--- config.mk ---
export PLATFORM = sky130hd
export DESIGN_NAME = bpt_breakpoint
export DESIGN_NICKNAME = d
export VERILOG_FILES = /design/src/shared/bpt_pkg.sv /design/src/core/bpt_tag_queue.sv /design/src/core/bpt_breakpoint.sv
export VERILOG_INCLUDE_DIRS = /design/src /design/src/shared
export SDC_FILE = /design/constraint.sdc
export NUM_CORES = 1
export LEC_CHECK = 0
export CAP_MARGIN = 0
export CORE_ASPECT_RATIO = 1.1
export CORE_MARGIN = 2
export CORE_UTILIZATION = 53
export DETAILED_ROUTE_END_ITERATION = 12
export DONT_BUFFER_PORTS = 1
export HOLD_SLACK_MARGIN = 0.08
export PLACE_DENSITY = 0.75
export SYNTH_ARGS = -nofsm -noshare
export SYNTH_HDL_FRONTEND = slang
export SYNTH_SLANG_ARGS = --single-unit
export TNS_END_PERCENT = 50
--- constraint.sdc ---
create_clock -name sys_clk -period 2 [get_ports sys_clk]
set_input_delay 0.2 -clock sys_clk [delete_from_list [all_inputs] [get_ports sys_clk]]
set_output_delay 0.2 -clock sys_clk [all_outputs]
set_load 0.02 [all_outputs]
--- src/shared/bpt_defs.svh ---
// Register offsets, field positions and reset values of the breakpoint and tagging block
`ifndef BPT_DEFS_SVH
`define BPT_DEFS_SVH

// ----------------------------------------
// Register offsets
// ----------------------------------------
`define BPT_OFS_CTRL0 8'h20
`define BPT_OFS_CTRL1 8'h21
`define BPT_OFS_ADDR_HI 8'h22
`define BPT_OFS_ADDR_LO 8'h23
`define BPT_OFS_DATA_HI 8'h24
`define BPT_OFS_DATA_LO 8'h25

// ----------------------------------------
// Control 0 fields
// ----------------------------------------
`define BPT_C0_MODE_MSB 7
`define BPT_C0_MODE_LSB 6
`define BPT_C0_PROG_ONLY 5
`define BPT_C0_ALE1 3
`define BPT_C0_ALE0 2
`define BPT_C0_WMASK 8'hec

// ----------------------------------------
// Control 1 fields
// ----------------------------------------
`define BPT_C1_DBE 6
`define BPT_C1_MBH 5
`define BPT_C1_MBL 4
`define BPT_C1_RWE1 3
`define BPT_C1_RW1 2
`define BPT_C1_RWE0 1
`define BPT_C1_RW0 0
`define BPT_C1_WMASK 8'h7f

// ----------------------------------------
// Mode codes, reset values, sizes
// ----------------------------------------
`define BPT_MODE_OFF 2'h0
`define BPT_MODE_SWI_DUAL 2'h1
`define BPT_MODE_BDM_FULL 2'h2
`define BPT_MODE_BDM_DUAL 2'h3
`define BPT_REG_RESET 8'h00
`define BPT_QUEUE_DEPTH 3
`define BPT_QPTR_W 2

`endif

--- src/shared/bpt_pkg.sv ---
// Types shared by the breakpoint and tagging block
package bpt_pkg;

	// CPU bus cycle as seen by the comparators
	typedef struct packed {
		logic [15:0] addr;
		logic [15:0] data;
		logic rnw;
		logic valid;
		logic progFetch;
	} bpt_cpu_bus_t;

	// Tag carried with one fetched program word
	typedef struct packed {
		logic [15:0] word;
		logic tag_high_n;
		logic tag_low_n;
		logic swiKind;
	} bpt_q_entry_t;

	// Break-at-boundary sequencer
	typedef enum logic [0:0] {
		BRK_IDLE,
		BRK_WAIT
	} bpt_brk_state_t;

endpackage : bpt_pkg

--- src/core/bpt_tag_queue.sv ---
// Instruction queue that carries byte tags beside fetched program words
`timescale 1ns/1ps
`default_nettype none
`include "bpt_defs.svh"

module bpt_tag_queue (
	input wire logic sys_clk,
	input wire logic reset,
	input wire logic push,
	input wire bpt_pkg::bpt_q_entry_t pushEntry,
	input wire logic pop,
	input wire logic headOdd,
	input wire logic flush,
	output logic headTagged,
	output logic headSwi,
	output logic full,
	output logic empty
);
	import bpt_pkg::*;

	bpt_q_entry_t entry_r [`BPT_QUEUE_DEPTH];
	logic [`BPT_QPTR_W-1:0] rdPtr_r;
	logic [`BPT_QPTR_W-1:0] wrPtr_r;
	logic [`BPT_QPTR_W-1:0] count_r;
	logic doPush;
	logic doPop;

	// ----------------------------------------
	// Pointers and occupancy
	// ----------------------------------------
	assign full = (count_r == `BPT_QPTR_W'(`BPT_QUEUE_DEPTH));
	assign empty = (count_r == '0);
	// A push into a full queue is dropped unless a pop comes in the same cycle; the fetch unit never runs that far ahead
	assign doPush = push && (!full || pop);
	assign doPop = pop && !empty;

	// Pointer wrap at the queue depth
	function automatic logic [`BPT_QPTR_W-1:0] bumpPtr(input logic [`BPT_QPTR_W-1:0] p);
		bumpPtr = (p == `BPT_QPTR_W'(`BPT_QUEUE_DEPTH - 1)) ? '0 : p + `BPT_QPTR_W'(1);
	endfunction : bumpPtr

	always_ff @(posedge sys_clk)
	begin
		if (reset || flush)
		begin
			rdPtr_r <= '0;
			wrPtr_r <= '0;
			count_r <= '0;
		end
		else
		begin
			if (doPush)
				wrPtr_r <= bumpPtr(wrPtr_r);
			if (doPop)
				rdPtr_r <= bumpPtr(rdPtr_r);
			if (doPush && !doPop)
				count_r <= count_r + `BPT_QPTR_W'(1);
			else if (doPop && !doPush)
				count_r <= count_r - `BPT_QPTR_W'(1);
		end
	end

	// ----------------------------------------
	// Entry storage, tag rides with its word
	// ----------------------------------------
	genvar gi;
	generate
		for (gi = 0; gi < `BPT_QUEUE_DEPTH; gi++)
		begin : gEntry
			always_ff @(posedge sys_clk)
			begin
				if (reset)
					entry_r[gi] <= '0;
				else if (doPush && (wrPtr_r == `BPT_QPTR_W'(gi)))
					entry_r[gi] <= pushEntry;
			end
		end
	endgenerate

	// Head byte picks its own tag; odd start means the low byte
	assign headTagged = !empty && (headOdd ? entry_r[rdPtr_r].tag_low_n : entry_r[rdPtr_r].tag_high_n);
	assign headSwi = entry_r[rdPtr_r].swiKind;
endmodule : bpt_tag_queue

`default_nettype wire

--- src/core/bpt_breakpoint.sv ---
// Breakpoint comparators and instruction tagging front end
//
// Operation
// - Comparator zero direction qualifier: write or read
// - Comparator one direction qualifier in BDM dual mode only
// - Address high register matches upper address byte
// - Address low register used only when enabled
// - Data high matches data or address byte
// - Data low matches data or address byte
// - Start command turns two pins into tags
// - Tag levels latched at bus clock fall
// - Each low tag pin tags its byte
// - Tagging any mode, stops on debug entry
// - Serial commands ignored while tagging active
// - Tag follows queue; head tag enters debug
// - No matches while debug mode active
// - Break at boundary, or executed-only via tags
// - Data compare off excludes data registers
// - High mask drops upper data byte
`timescale 1ns/1ps
`default_nettype none
`include "bpt_defs.svh"

module bpt_breakpoint (
	input wire logic sys_clk,
	input wire logic reset,
	input wire logic [7:0] regAddr,
	input wire logic [7:0] regWrData,
	input wire logic regWr,
	input wire logic regRd,
	output logic [7:0] regRdData_r,
	input wire bpt_pkg::bpt_cpu_bus_t cpuBus,
	input wire logic instrBoundary,
	input wire logic queueAdvance,
	input wire logic headOdd,
	input wire logic bdmActive,
	input wire logic startTaggingCommand,
	input wire logic busEClockPin,
	input wire logic tagLowPin_n,
	input wire logic tagHighPin_n,
	input wire logic cpuLowStrobe_n,
	input wire logic cpuLowStrobeEn,
	input wire logic serialOut,
	input wire logic serialOe,
	output logic lowStrobePinOut_r,
	output logic lowStrobePinOe_r,
	output logic serialPinOut_r,
	output logic serialPinOe_r,
	output logic tagActive_r,
	output logic serialCmdIgnore_r,
	output logic bdmEntry_r,
	output logic swiRequest_r
);
	import bpt_pkg::*;

	logic [7:0] ctrl0_r;
	logic [7:0] ctrl1_r;
	logic [7:0] addrHigh_r;
	logic [7:0] addrLow_r;
	logic [7:0] dataHigh_r;
	logic [7:0] dataLow_r;
	logic [2:0] syncA_r;
	logic [2:0] syncB_r;
	logic eclkPrev_r;
	logic eclkFall;
	logic pendTagHi_r;
	logic pendTagLo_r;
	logic bdmPrev_r;
	bpt_brk_state_t brkState_r;
	bpt_q_entry_t pushEntry;
	logic [1:0] mode;
	logic dualMode;
	logic dirOk0;
	logic dirOk1;
	logic cmp0Hit;
	logic cmp1Hit;
	logic dataOk;
	logic anyHit;
	logic tagPath;
	logic headTagged;
	logic headSwi;

	// ----------------------------------------
	// Register port
	// ----------------------------------------
	// All six registers reset to zero and are writable at any time
	always_ff @(posedge sys_clk)
	begin
		if (reset)
		begin
			ctrl0_r <= `BPT_REG_RESET;
			ctrl1_r <= `BPT_REG_RESET;
			addrHigh_r <= `BPT_REG_RESET;
			addrLow_r <= `BPT_REG_RESET;
			dataHigh_r <= `BPT_REG_RESET;
			dataLow_r <= `BPT_REG_RESET;
		end
		else if (regWr)
		begin
			case (regAddr)
				`BPT_OFS_CTRL0: ctrl0_r <= regWrData & `BPT_C0_WMASK;
				`BPT_OFS_CTRL1: ctrl1_r <= regWrData & `BPT_C1_WMASK;
				`BPT_OFS_ADDR_HI: addrHigh_r <= regWrData;
				`BPT_OFS_ADDR_LO: addrLow_r <= regWrData;
				`BPT_OFS_DATA_HI: dataHigh_r <= regWrData;
				`BPT_OFS_DATA_LO: dataLow_r <= regWrData;
				default: ;
			endcase
		end
	end

	// Read data valid only in the cycle after the strobe; unmapped reads zero
	always_ff @(posedge sys_clk)
	begin
		if (reset || !regRd)
			regRdData_r <= 8'h00;
		else
		begin
			case (regAddr)
				`BPT_OFS_CTRL0: regRdData_r <= ctrl0_r;
				`BPT_OFS_CTRL1: regRdData_r <= ctrl1_r;
				`BPT_OFS_ADDR_HI: regRdData_r <= addrHigh_r;
				`BPT_OFS_ADDR_LO: regRdData_r <= addrLow_r;
				`BPT_OFS_DATA_HI: regRdData_r <= dataHigh_r;
				`BPT_OFS_DATA_LO: regRdData_r <= dataLow_r;
				default: regRdData_r <= 8'h00;
			endcase
		end
	end

	// ----------------------------------------
	// Comparators
	// ----------------------------------------
	assign mode = ctrl0_r[`BPT_C0_MODE_MSB:`BPT_C0_MODE_LSB];
	assign dualMode = (mode == `BPT_MODE_SWI_DUAL) || (mode == `BPT_MODE_BDM_DUAL);
	// Direction qualifiers do not apply in the software-interrupt dual mode
	assign dirOk0 = (mode == `BPT_MODE_SWI_DUAL) || !ctrl1_r[`BPT_C1_RWE0]
		|| (cpuBus.rnw == ctrl1_r[`BPT_C1_RW0]);
	assign dirOk1 = (mode != `BPT_MODE_BDM_DUAL) || !ctrl1_r[`BPT_C1_RWE1]
		|| (cpuBus.rnw == ctrl1_r[`BPT_C1_RW1]);
	// Full mode data compare; masks and enable drop bytes
	assign dataOk = !ctrl1_r[`BPT_C1_DBE]
		|| ((ctrl1_r[`BPT_C1_MBH] || (dataHigh_r == cpuBus.data[15:8]))
		&& (ctrl1_r[`BPT_C1_MBL] || (dataLow_r == cpuBus.data[7:0])));
	assign cmp0Hit = cpuBus.valid && !bdmActive && (mode != `BPT_MODE_OFF)
		&& (addrHigh_r == cpuBus.addr[15:8])
		&& (!ctrl0_r[`BPT_C0_ALE0] || (addrLow_r == cpuBus.addr[7:0]))
		&& dirOk0 && (dualMode || dataOk);
	// Second address comparator exists only in dual modes with data enable set
	assign cmp1Hit = cpuBus.valid && !bdmActive && dualMode && ctrl1_r[`BPT_C1_DBE]
		&& (dataHigh_r == cpuBus.addr[15:8])
		&& (!ctrl0_r[`BPT_C0_ALE1] || (dataLow_r == cpuBus.addr[7:0]))
		&& dirOk1;
	assign anyHit = cmp0Hit || cmp1Hit;
	// Executed-only breaks go through the tag queue; the SOFTWARE_INTERRUPT mode always does
	assign tagPath = ctrl0_r[`BPT_C0_PROG_ONLY] || (mode == `BPT_MODE_SWI_DUAL);

	// ----------------------------------------
	// Pin synchronisers and bus clock fall
	// ----------------------------------------
	genvar gi;
	generate
		for (gi = 0; gi < 3; gi++)
		begin : gSync
			always_ff @(posedge sys_clk)
			begin
				if (reset)
				begin
					syncA_r[gi] <= 1'b1;
					syncB_r[gi] <= 1'b1;
				end
				else
				begin
					syncA_r[gi] <= (gi == 0) ? busEClockPin : (gi == 1) ? tagLowPin_n : tagHighPin_n;
					syncB_r[gi] <= syncA_r[gi];
				end
			end
		end
	endgenerate

	always_ff @(posedge sys_clk)
	begin
		if (reset)
			eclkPrev_r <= 1'b1;
		else
			eclkPrev_r <= syncB_r[0];
	end
	assign eclkFall = eclkPrev_r && !syncB_r[0];

	// ----------------------------------------
	// Tagging state and pin reuse
	// ----------------------------------------
	always_ff @(posedge sys_clk)
	begin
		if (reset)
			bdmPrev_r <= 1'b0;
		else
			bdmPrev_r <= bdmActive;
	end

	// Debug entry wins over a start command in the same cycle
	always_ff @(posedge sys_clk)
	begin
		if (reset || bdmActive)
			tagActive_r <= 1'b0;
		else if (startTaggingCommand)
			tagActive_r <= 1'b1;
	end

	// Serial engine is told to drop commands for as long as tagging runs
	always_ff @(posedge sys_clk)
	begin
		if (reset || bdmActive)
			serialCmdIgnore_r <= 1'b0;
		else if (startTaggingCommand)
			serialCmdIgnore_r <= 1'b1;
	end

	// Shared pins release their drivers while they serve as tag inputs
	always_ff @(posedge sys_clk)
	begin
		if (reset)
		begin
			lowStrobePinOut_r <= 1'b1;
			lowStrobePinOe_r <= 1'b0;
			serialPinOut_r <= 1'b1;
			serialPinOe_r <= 1'b0;
		end
		else
		begin
			lowStrobePinOut_r <= cpuLowStrobe_n;
			lowStrobePinOe_r <= cpuLowStrobeEn && !tagActive_r;
			serialPinOut_r <= serialOut;
			serialPinOe_r <= serialOe && !tagActive_r;
		end
	end

	// Latched pin tags wait for the next program fetch; a fetch with no fall clears them
	always_ff @(posedge sys_clk)
	begin
		if (reset || !tagActive_r)
		begin
			pendTagHi_r <= 1'b0;
			pendTagLo_r <= 1'b0;
		end
		else if (eclkFall)
		begin
			pendTagHi_r <= !syncB_r[2];
			pendTagLo_r <= !syncB_r[1];
		end
		else if (cpuBus.valid && cpuBus.progFetch)
		begin
			pendTagHi_r <= 1'b0;
			pendTagLo_r <= 1'b0;
		end
	end

	// ----------------------------------------
	// Instruction queue
	// ----------------------------------------
	always_comb
	begin
		pushEntry = '0;
		pushEntry.word = cpuBus.data;
		pushEntry.tag_high_n = pendTagHi_r || (tagPath && anyHit && !cpuBus.addr[0]);
		pushEntry.tag_low_n = pendTagLo_r || (tagPath && anyHit && cpuBus.addr[0]);
		pushEntry.swiKind = (mode == `BPT_MODE_SWI_DUAL) && anyHit && !(pendTagHi_r || pendTagLo_r);
	end

	bpt_tag_queue uQueue (
		.sys_clk(sys_clk),
		.reset(reset),
		.push(cpuBus.valid && cpuBus.progFetch),
		.pushEntry(pushEntry),
		.pop(queueAdvance),
		.headOdd(headOdd),
		.flush(bdmActive),
		.headTagged(headTagged),
		.headSwi(headSwi),
		.full(),
		.empty()
	);

	// ----------------------------------------
	// Break sequencing
	// ----------------------------------------
	always_ff @(posedge sys_clk)
	begin
		if (reset || bdmActive)
			brkState_r <= BRK_IDLE;
		else
		begin
			case (brkState_r)
				BRK_IDLE: if (anyHit && !tagPath)
					brkState_r <= BRK_WAIT;
				BRK_WAIT: if (instrBoundary)
					brkState_r <= BRK_IDLE;
				default: brkState_r <= BRK_IDLE;
			endcase
		end
	end

	// Requests to the CPU: a boundary break lasts one cycle, a head tag holds until the head is popped or flushed; none while debug mode already runs
	always_ff @(posedge sys_clk)
	begin
		if (reset || bdmActive)
		begin
			bdmEntry_r <= 1'b0;
			swiRequest_r <= 1'b0;
		end
		else
		begin
			bdmEntry_r <= ((brkState_r == BRK_WAIT) && instrBoundary)
				|| (headTagged && !headSwi);
			swiRequest_r <= headTagged && headSwi;
		end
	end
endmodule : bpt_breakpoint

`default_nettype wire

Word level (Yosys, flattened, before mapping)
Memories as Yosys holds them, arrays and structs flattened. A register that Yosys moved wholly into a read port is not among the register bits.
Index checks and enable logic that the tools add are counted.
Storage, ports and cells
  memories kept: 1
  register bits after elaboration: 75
  logic and storage cells: 169
  bits of input ports: 67
  memory bits (writable): 57
  output and inout port bits: 16
Memories
  uQueue.entry_r: words 3, bits a word 19, read ports 1, clocked after memory_dff 1, write ports 3, RTL line bpt_tag_queue.sv:21  | bpt_q_entry_t entry_r [`BPT_QUEUE_DEPTH];
Operators by class
  reductions and logical operators: 84
  multiplexer cells: 28
  bitwise logic cells: 4
  eq/ne operators: 21
  $add $sub $neg: 4
Operators by type and width (number)
  $mux W19: 3
  $eq A8 B6 Y1 const B: 6
  $eq A8 B8 Y1: 6
  $pmux W8 S6: 1
  $logic_and A1 B1 Y1: 33
  $logic_or A1 B1 Y1: 21
  $logic_not A1 Y1: 19
  $mux W1: 17
  $mux W2: 6
  $reduce_and A2 Y1: 6
  $eq A2 B2 Y1 const B: 4
  $add A2 B1 Y2 const B: 3
  $reduce_bool A2 Y1: 3
  $eq A2 B1 Y1 const B: 2
  $logic_not A2 Y1: 2
  $or A1 B1 Y1: 3
  $eq A1 B1 Y1: 2
  $ne A2 B2 Y1 const B: 1
  $pmux W1 S2: 1
  $sub A2 B1 Y2 const B: 1
  $not A1 Y1: 1

Depth between registers and ports, before layout
Gate-level depths: netlist (run 1).
  depth after elaboration: 12
  depth in mapped cells: 7
  depth with buffers taken out: 7

Cells and area by module
Synthesis (run 1) repeated with hierarchy kept, for this count alone.
Second synthesis, totals
  cell total of the unflattened synthesis: 453
  area, all modules: 4185.3 um^2
By module, submodules not included
  bpt_breakpoint: area an instance 3418.3 um^2, seq. area each 1381.3 um^2, cells each 384, times used 1
  bpt_tag_queue: area an instance 767.0 um^2, seq. area each 430.4 um^2, cells each 69, times used 1

Least setup slack after synthesis (run 1)
Ideal clock, no wire load.
  path kind: flip-flop to flip-flop
  start: register uQueue.count_r[0]
  end: memory uQueue.entry_r[0][2] (netlist bit), data pin
  stages on the path, launching flop included: 7
  period minus slack after synthesis: 1765 ps
  buffers on the path: 1
  setup time: 154 ps
  data arrival time: 1611 ps
  required time: 1846 ps
  path slack: 235 ps
  cell sequence: dfxtp_1 nand3b_1 or4b_2 clkbuf_1 nor4_1 a32oi_1 o21ai_0
RTL lines
  start: declaration: RTL line bpt_tag_queue.sv:24  | logic [`BPT_QPTR_W-1:0] count_r;
  start signal: assignment: RTL line bpt_tag_queue.sv:57  | count_r <= count_r + `BPT_QPTR_W'(1);
  start signal: assignment: RTL line bpt_tag_queue.sv:59  | count_r <= count_r - `BPT_QPTR_W'(1);
  end: declaration: RTL line bpt_tag_queue.sv:21

==> out/metrics.cfg, run 1 <==
[routing]
drtAntennaViolNets=0
routedWlPerCell_um=20.2
vias_per_cell=6.11
drc=0
firstDrtPassIters=5
drt_iter0_markers=303
vias=3754
wl_mm=12.4

[die]
die_h_um=98.9
ios=83
std_cell_rows=34
start_util_pct=54.8
dieArea_mm2=0.00893
die_width_um=90.3
core_mm2=0.00791

[synthesis]
synth_edf_count=9
ys_seq_area_share_pct=41.8
syn-mean-instance-area_um2=9.10
ys_warn_count=0
synth_top_cell_by_area=dfxtp_1
syn-num-nets=545
netlist_area_mm2=0.00434
async_flop_share_pct=0
syn_inst=477
synthDistinctLibCells=51
synth.top_cell.area_share_pct=35.5
synthTopCellsByArea=dfxtp_1, xnor2_1, edfxtp_1
ys_seq_elements=86
synth_flop_cell=dfxtp_1

[power_and_ir_drop]
p_per_area_mw_per_mm2=679
p_sw_uw=779
power.leakage_uw=0.00167
p_seq_share_pct=52.7
comb_power_share_pct=6.9
pwr-share-clk_pct=40.5
intPower_uw=2610
ir_worst_vdd_mv=0.452
swShare_pct=23.0

[hold_path]
min_to=regRdData_r[7]
holdCritPathClass=in2reg
hp-start=regAddr[1]
min_path_cells=2

[clock_network]
cts_tree=built
clockBufferDepth=2
path_clk_slew_ns=0.09
cts_sinks=86
cts_made_buffers=9
clk-insertion-delay-late_ns=0.36
h-tree-depth=3
clockRootBuffer=clkbuf_8

[finish]
fin_nets=569
drive_above_1_share_pct=13.3
area_growth_pct=15.0
layout.cells.most_common=dfxtp_1
fillCellCount=681
final_area_mm2=0.00499
final_cell_mix=dfxtp_1, a21oi_1, nand2_1, xnor2_1, nand3_1

[place]
numPortBuffers=0
post-dp-hpwl_mm=8.66
place_ws_ns=-0.00246
place_area_mm2=0.00444
gp_congestion=0.965

[timing]
hold_slack_ns=0.109
clock.fmax_mhz=523
maxSlewViolCount=0
period_minus_slack_ns=1.91
worst_pin_slew_ns=0.949
finClkSkew_ns=0.0107
finalHoldViolations=0
setup_violations=0
fin_ws_ns=0.0869
relSlewSlack_pct=36.6
rsz0062_at_grt=true
finalCritPeriodShare_pct=95.7

[setup_path]
cpMaxStageDelayCell=dfxtp_1
end_kind=flop
path_cells=nand2b_1, and3_1, nor4_2, nand4_1, o211ai_1
worst_path_largest_cell_delay_ns=0.39
r2r_start=ctrl0_r[7]
cpLargestDelayFamily=simple AND/OR/NAND/NOR gates
cp_num_buf_inv=0
path_max_fanout=7
crit_path_start=ctrl0_r[7]
startpoint_type=flop
critical_path_arrival_ns=2.10
worstSetupPathType=reg2reg
reg2reg_depth=5
required_ns=2.18
worst_r2r_endpoint=uQueue.entry_r[2][2]
reg2reg_slack_ns=0.09

[grt]
grtUsageMet2_pct=48.9
grt_pass1_wl_mm=19.8
grt-ovfl-total=0
grt_pass1_vias=3715
track_usage_pct=28.8
globalRouteMet1Util_pct=34.2
antenna_found_initial=1
grt_busiest_layer=met2
grtUsageMet3_pct=6.27
grt_max_degree=60

[outcome]
outcome=complete, no violations

[flow_run]
cap_violations=0

-- power by group through the flow --
stage / clock network, uW / registers (uW) / logic, uW
2_1_floorplan: 0 / 1820 / 169
6_report: 1370 / 1780 / 232
4_1_cts: 1380 / 1780 / 224
3_3_place_gp: 0 / 1820 / 142
5_1_grt: 1460 / 1790 / 250
3_5_place_dp: 0 / 1820 / 147
-- area by class of cell --
cell class                 count  area (um2)  share of cell area, %
tap                          108         135                   2.71
clock inverter                 5        82.6                   1.66
multi-input combinational    363        2450                   49.1
inverter                       2        7.51                  0.150
sequential                    86        1810                   36.3
clock buffer                  10         138                   2.76
timing repair buffer          39         363                   7.27
antenna                        1        2.50                 0.0502
-- kinds of logic (layout without fill, tap and decap cells) --
group	after synthesis	count (layout)	share of synthesized area, %
simple gates	191	191	24.2
compound gates	92	92	13.3
flops	86	86	41.8
xor+xnor	52	52	10.5
buf+inv	28	56	3.29
mux	27	27	6.63
fa+ha+maj	1	1	0.288
other cells	0	1	0
-- metal layers --
metal	routed length (um)	share of wire [%]	vias to the layer above
met2	6240	50	191
met4	482	3.9	0
li1	-	-	1768
met3	959	7.7	34
met5	0	0	-
met1	4700	38	1761
-- cells in the mapped netlist, types with 4 or more instances --
cell type	instances
a2111oi_0	4
a21oi_1	44
a22o_1	4
a22oi_1	12
a2bb2oi_1	4
a32oi_1	5
buf_2	6
clkbuf_1	15
dfxtp_1	77
edfxtp_1	9
mux2_2	4
mux2i_1	22
nand2_1	44
nand2b_1	11
nand3_1	36
nand4_1	15
nor2_1	36
nor2b_1	4
nor3_1	6
nor4_1	5
o21ai_0	10
or2_2	11
xnor2_1	45
xor2_1	7
-- metrics by stage --
step | std cells | total power [uW] | util, % | TNS (ns)
after floorplan | 477 | 1990 | - | 0
after global placement | 573 | 1970 | 56.2 | 0
after detailed placement | 573 | 1970 | 56.2 | -0.00246
after CTS | 612 | 3390 | 62.1 | 0
after global routing | 614 | 3500 | 63.0 | -0.0421
final | 614 | 3390 | 63.0 | 0
-- worst register-to-register path, delay by kind of cell, from the launching register on --
family | cells | cell delay (ns)
and+or+nand+nor | 4 | 1.04
AOI/OAI and AO/OA | 1 | 0.30
DFF | 1 | 0.39
-- worst max path at each step --
stage | to | slack [ns] | depth (start not counted)
after floorplan | uQueue.entry_r[0][2] | 0.23 | 6
after global placement | uQueue.entry_r[0][0] | 0.08 | 5
after detailed placement | uQueue.entry_r[2][0] | -0.002 | 5
after CTS | uQueue.entry_r[2][0] | 0.004 | 5
after global routing | uQueue.entry_r[1][0] | -0.04 | 5
final | uQueue.entry_r[2][2] | 0.09 | 5
-- repair_timing --
action                                  in CTS  in global routing
endpoints found under the setup margin       2                 11
pin swaps                                    0                  6
endpoints found under the hold margin       66                  0
hold buffers                                24                  0
resized for setup                            2                 19
buffers inserted                             0                  1
-- flip-flops by register name, indices dropped and copies added (netlist names), 2 cells and up, named ones only --
register	flops
ctrl0_r	5
regRdData_r	8
addrHigh_r	8
syncA_r	3
syncB_r	3
dataLow_r	8
dataHigh_r	8
uQueue.count_r	2
ctrl1_r	7
addrLow_r	8
uQueue.entry_r	9
uQueue.wrPtr_r	2
uQueue.rdPtr_r	2
Note: power is estimated with default switching activity, not from simulation.
==> inputs of run 2 (changes only) <==
CTS_BUF_LIST = sky130_fd_sc_hd__clkbuf_16   (was unset)
==> out/metrics.cfg, run 2 (synthesis gave the netlist of run 1 again) <==
[die]
core_mm2=0.00791  ; unchanged
std_cell_rows=34  ; unchanged
ios=83  ; unchanged
dieArea_mm2=0.00893  ; unchanged
start_util_pct=54.8  ; unchanged
die_width_um=90.3  ; unchanged
die_h_um=98.9  ; unchanged

[grt]
grt-ovfl-total=0  ; unchanged
grt_max_degree=60  ; unchanged
grt_pass1_vias=3756  ; was 3715
track_usage_pct=28.7  ; was 28.8%
grt_pass1_wl_mm=19.8  ; about the same
antenna_found_initial=1  ; unchanged

[finish]
layout.cells.most_common=dfxtp_1  ; unchanged
fin_nets=572  ; was 569
stdcell_count=617  ; was 614
largest_reg_flops=9  ; unchanged
final_cell_mix=dfxtp_1, a21oi_1, nand2_1, xnor2_1, nand3_1  ; unchanged
fin_util_pct=64.4  ; was 63.0%
drive_above_1_share_pct=13.8  ; was 13.3%
area_growth_pct=17.5  ; was 15.0%
top_register=uQueue.entry_r  ; unchanged

[power_and_ir_drop]
ir_worst_vdd_mv=0.548  ; was 0.452 mV
p_per_area_mw_per_mm2=742  ; was 679 mW/mm2
power.leakage_uw=0.00173  ; was 0.00167 uW
totalPowerFinal_uw=3780  ; was 3390 uW

[hold_path]
hp-start=regAddr[3]  ; was regAddr[1]
holdCritPathClass=in2reg  ; unchanged
min_path_cells=2  ; unchanged
min_to=regRdData_r[7]  ; unchanged

[setup_path]
end_kind=flop  ; unchanged
reg2reg_depth=5  ; unchanged
required_ns=2.14  ; was 2.18 ns
r2r_start=addrHigh_r[6]  ; was ctrl0_r[7]
worstSetupPathType=reg2reg  ; unchanged
path_max_fanout=3  ; was 7
critical_path_arrival_ns=2.14  ; was 2.10 ns
startpoint_type=flop  ; unchanged
reg2reg_slack_ns=-0.002  ; was 0.09 ns
worst_r2r_endpoint=uQueue.entry_r[1][0]  ; was uQueue.entry_r[2][2]

[clock_network]
clk-insertion-delay-late_ns=0.34  ; was 0.36 ns
path_clk_slew_ns=0.06  ; was 0.09 ns
h-tree-depth=3  ; unchanged
clockRootBuffer=clkbuf_16  ; was clkbuf_8
cts_sinks=86  ; unchanged
cts_made_buffers=9  ; unchanged
cts_tree=built  ; unchanged
clockBufferDepth=2  ; unchanged

[outcome]
violations=setup timing
outcome=complete, but fails checks  ; was complete, no violations

[timing]
setup_violations=1  ; was 0
period_minus_slack_ns=2.00  ; was 1.91 ns
clock.fmax_mhz=499  ; was 523 MHz
finClkSkew_ns=0.00637  ; was 0.0107 ns
hold_slack_ns=0.0902  ; was 0.109 ns
finalHoldViolations=0  ; unchanged
rsz0062_at_grt=true  ; unchanged
finalCritPeriodShare_pct=100  ; was 95.7%
worst_pin_slew_ns=0.935  ; was 0.949 ns
maxSlewViolCount=0  ; unchanged
relSlewSlack_pct=37.5  ; was 36.6%
fin_ws_ns=-0.00232  ; was 0.0869 ns

[routing]
firstDrtPassIters=6  ; was 5
vias_per_cell=6.24  ; was 6.11
vias=3852  ; was 3754
drt_iter0_markers=340  ; was 303
wl_mm=12.6  ; was 12.4 mm
drc=0  ; unchanged
routedWlPerCell_um=20.4  ; was 20.2 um
drtAntennaViolNets=0  ; unchanged

[place]
place_inst=573  ; unchanged
place_ws_ns=-0.00246  ; unchanged
gp_congestion=0.965  ; unchanged
numPortBuffers=0  ; unchanged
post-dp-hpwl_mm=8.66  ; unchanged

[flow_run]
cap_violations=0  ; unchanged

run 2: layout make-up:
type	count	area (um2)
Inverter	2	7.51
Sequential cell	86	1810
Multi-Input combinational cell	363	2440
Antenna cell	1	2.50
Fill cell	673	2820
Tap cell	108	135
Timing Repair Buffer	42	383
Clock inverter	6	86.3
Clock buffer	9	225
run 2: how the worst max path moves through the flow:
stage                 startpoint              endpoint  slack (ns)  cells past startpoint
6_report           addrHigh_r[6]  uQueue.entry_r[1][0]      -0.002                      5
5_1_grt            addrHigh_r[4]  uQueue.entry_r[1][0]       -0.15                      5
4_1_cts               ctrl0_r[7]  uQueue.entry_r[0][0]        0.02                      5
3_5_place_dp          ctrl0_r[7]  uQueue.entry_r[2][0]      -0.002                      5
3_3_place_gp          ctrl0_r[7]  uQueue.entry_r[0][0]        0.08                      5
2_1_floorplan  uQueue.count_r[0]  uQueue.entry_r[0][2]        0.23                      6
run 2: per-stage QoR:
step / cell area [um2] / setup TNS [ns]
finish: 5100 / -0.00232
global route: 5100 / -0.325
CTS: 5000 / 0
detailed placement: 4440 / -0.00246
global placement: 4440 / 0
floorplan: 4340 / 0
run 2: critical path, cell delays in order, from the launching register on:
cell	delay (ns)
dfxtp_1	0.42
xnor2_2	0.15
nand4_1	0.15
nor4_2	0.32
nand4_1	0.30
a2111oi_2	0.46
run 2: repair_timing:
action | 4_1_cts | 5_1_grt
gates resized for setup | 1 | 14
endpoints found under the setup margin | 1 | 9
buffers inserted | 0 | 5
hold buffers | 23 | 0
endpoints found under the hold margin | 62 | 0
pin swaps | 0 | 5
cloned | 0 | 0
run 2: metal layers:
layer,up-vias,track usage (%),routed length [um]
met5,-,0,0
li1,1778,-,-
met1,1806,34.0,4660
met3,45,6.73,1070
met2,223,48.9,6200
met4,0,14.4,626
run 2: power breakdown:
part	total (uW)	switching (uW)	internal (uW)
Combinational	231	120	111
Clock	1760	680	1080
Sequential	1790	21.4	1770
Total	3780	822	2960
==> inputs of run 3 (changes only) <==
CORE_MARGIN = 10   (was 2)
clock period = 2.5 ns   (was 2 ns; I/O delays follow)
==> out/metrics.cfg, run 3 (synthesis gave the netlist of run 1 again) <==
[outcome]
outcome=complete, no violations  ; was complete, but fails checks

[power_and_ir_drop]
p_seq_share_pct=47.3  ; was 47.2%
power.leakage_uw=0.00166  ; was 0.00173 uW
pwr-share-clk_pct=46.8  ; was 46.7%
comb_power_share_pct=5.9  ; was 6.1%
p_per_area_mw_per_mm2=606  ; was 742 mW/mm2
intPower_uw=2340  ; was 2960 uW
p_sw_uw=679  ; was 822 uW
ir_worst_vdd_mv=0.317  ; was 0.548 mV
swShare_pct=22.5  ; was 21.7%

[timing]
finalCritPeriodShare_pct=87.8
finalHoldViolations=0  ; unchanged
finClkSkew_ns=0.00939  ; was 0.00637 ns
setup_violations=0  ; was 1
period_minus_slack_ns=2.19
worst_pin_slew_ns=0.633  ; was 0.935 ns
maxSlewViolCount=0  ; unchanged
setup_tns_ns=0  ; was -0.00232 ns
fin_ws_ns=0.305  ; was -0.00232 ns
rsz0062_at_grt=false  ; was true
clock.fmax_mhz=456
relSlewSlack_pct=57.7  ; was 37.5%

[setup_path]
worstSetupPathType=in2reg  ; was reg2reg
path_max_fanout=9  ; was 3
critical_path_arrival_ns=2.43  ; was 2.14 ns
required_ns=2.73  ; was 2.14 ns
startpoint_type=input pin  ; was flop
end_kind=flop  ; unchanged

[die]
die_width_um=106  ; was 90.3 um
start_util_pct=54.5  ; was 54.8%
core_mm2=0.00796  ; was 0.00791 mm2
dieArea_mm2=0.0122  ; was 0.00893 mm2
ios=83  ; unchanged
die_h_um=115  ; was 98.9 um
std_cell_rows=34  ; unchanged

[routing]
firstDrtPassIters=5  ; was 6
wl_mm=12.9  ; was 12.6 mm
vias_per_cell=6.07  ; was 6.24
vias=3691  ; was 3852
drc=0  ; unchanged
drt_iter0_markers=303  ; was 340
drtAntennaViolNets=0  ; unchanged
routedWlPerCell_um=21.2  ; was 20.4 um

[place]
place_area_mm2=0.00438  ; was 0.00444 mm2
place_inst=565  ; was 573
post-dp-hpwl_mm=9.29  ; was 8.66 mm
place_ws_ns=0.458  ; was -0.00246 ns
gp_congestion=0.906  ; was 0.965
numPortBuffers=0  ; unchanged

[clock_network]
cts_made_buffers=9  ; unchanged
post_cts_buffers=0  ; unchanged
clockBufferDepth=2  ; unchanged
cts_sinks=86  ; unchanged
clk-insertion-delay-late_ns=0.34  ; about the same
clockRootBuffer=clkbuf_16  ; unchanged
cts_tree=built  ; unchanged
path_clk_slew_ns=0.07  ; was 0.06 ns
h-tree-depth=3  ; unchanged

[finish]
stdcell_count=608  ; was 617
fin_nets=563  ; was 572
final_cell_mix=dfxtp_1, xnor2_1, nand2_1, a21oi_1  ; was dfxtp_1, a21oi_1, nand2_1, xnor2_1, nand3_1
n_antenna_cell=0  ; was 1
largest_reg_flops=9  ; unchanged
register_area_mm2=0.00181  ; about the same
fillCellCount=674  ; was 673
top_register=uQueue.entry_r  ; unchanged
layout.cells.most_common=dfxtp_1  ; unchanged
drive_above_1_share_pct=9.40  ; was 13.8%
final_area_mm2=0.00498  ; was 0.00510 mm2
fin_util_pct=62.6  ; was 64.4%
area_growth_pct=14.9  ; was 17.5%
multi_input_area_mm2=0.00238  ; was 0.00244 mm2

[grt]
grt-ovfl-total=0  ; unchanged
track_usage_pct=20.9  ; was 28.7%
grt_pass1_vias=3651  ; was 3756
antenna_found_initial=0  ; was 1
grt_max_degree=56  ; was 60
grt_pass1_wl_mm=19.8  ; unchanged

[hold_path]
holdCritPathClass=in2reg  ; unchanged

[flow_run]
cap_violations=0  ; unchanged

==> run 3: cell count changes in the layout (fill, tap and decap cells not counted), sizes merged <==
cell and change:
buf -13, bufinv -1, clkbuf +1, clkinv -1
clkinvlp +1, diode -1, dlygate4sd3 +4, inv +1
==> run 3: cell type report <==
type / count / share of cell area [%]
sequential: 86 / 36.4
clock inverter: 6 / 1.38
timing repair buffer: 33 / 6.53
clock buffer: 10 / 5.02
multi-input combinational: 363 / 47.9
tap: 108 / 2.71
inverter: 2 / 0.151
==> run 3: critical path: stages <==
cell and delay (ns):
or4b_4 0.61, nor4b_4 0.51, nand2_1 0.31, nand2_1 0.13, a21oi_1 0.06, dlygate4sd3_1 0.55
==> run 3: per-layer routing <==
layer	global-route usage, %	vias up	share of wire, %
met5	0	-	0
met4	9.94	0	3.6
met3	5.43	29	7.3
met2	37.0	146	51
met1	23.0	1755	38
li1	-	1761	-
==> run 3: path summary, 6_finish.rpt <==
check	start	to	slack, ns	depth (start not counted)
worst max-delay path	regAddr[4]	dataLow_r[2]	0.31	6
worst max register to register	ctrl0_r[6]	uQueue.entry_r[0][1]	0.45	5
worst min-delay path	regWr	dataHigh_r[0]	0.09	2
worst min register to register	syncA_r[2]	syncB_r[2]	0.42	1
==> run 3: metrics by stage <==
step                hold WS (ns)  total power, uW
floorplan                  0.354             1590
global placement           0.335             1570
detailed placement         0.336             1580
CTS                       0.0831             3030
global route              0.0872             3110
finish                    0.0929             3020
==> run 3: what timing repair did <==
item                                   in CTS  in global routing
hold buffers                               27                  0
endpoints found under the hold margin      57                  0
resized for setup                           0                  0
setup endpoints to repair                   0                  0
==> run 3: power by group through the flow <==
stage                     Combinational (uW)  Sequential [uW]  Clock (uW)
after global routing                     192             1430        1490
final                                    179             1430        1410
after global placement                   111             1460           0
after detailed placement                 116             1460           0
after floorplan                          135             1460           0
after CTS                                177             1430        1420
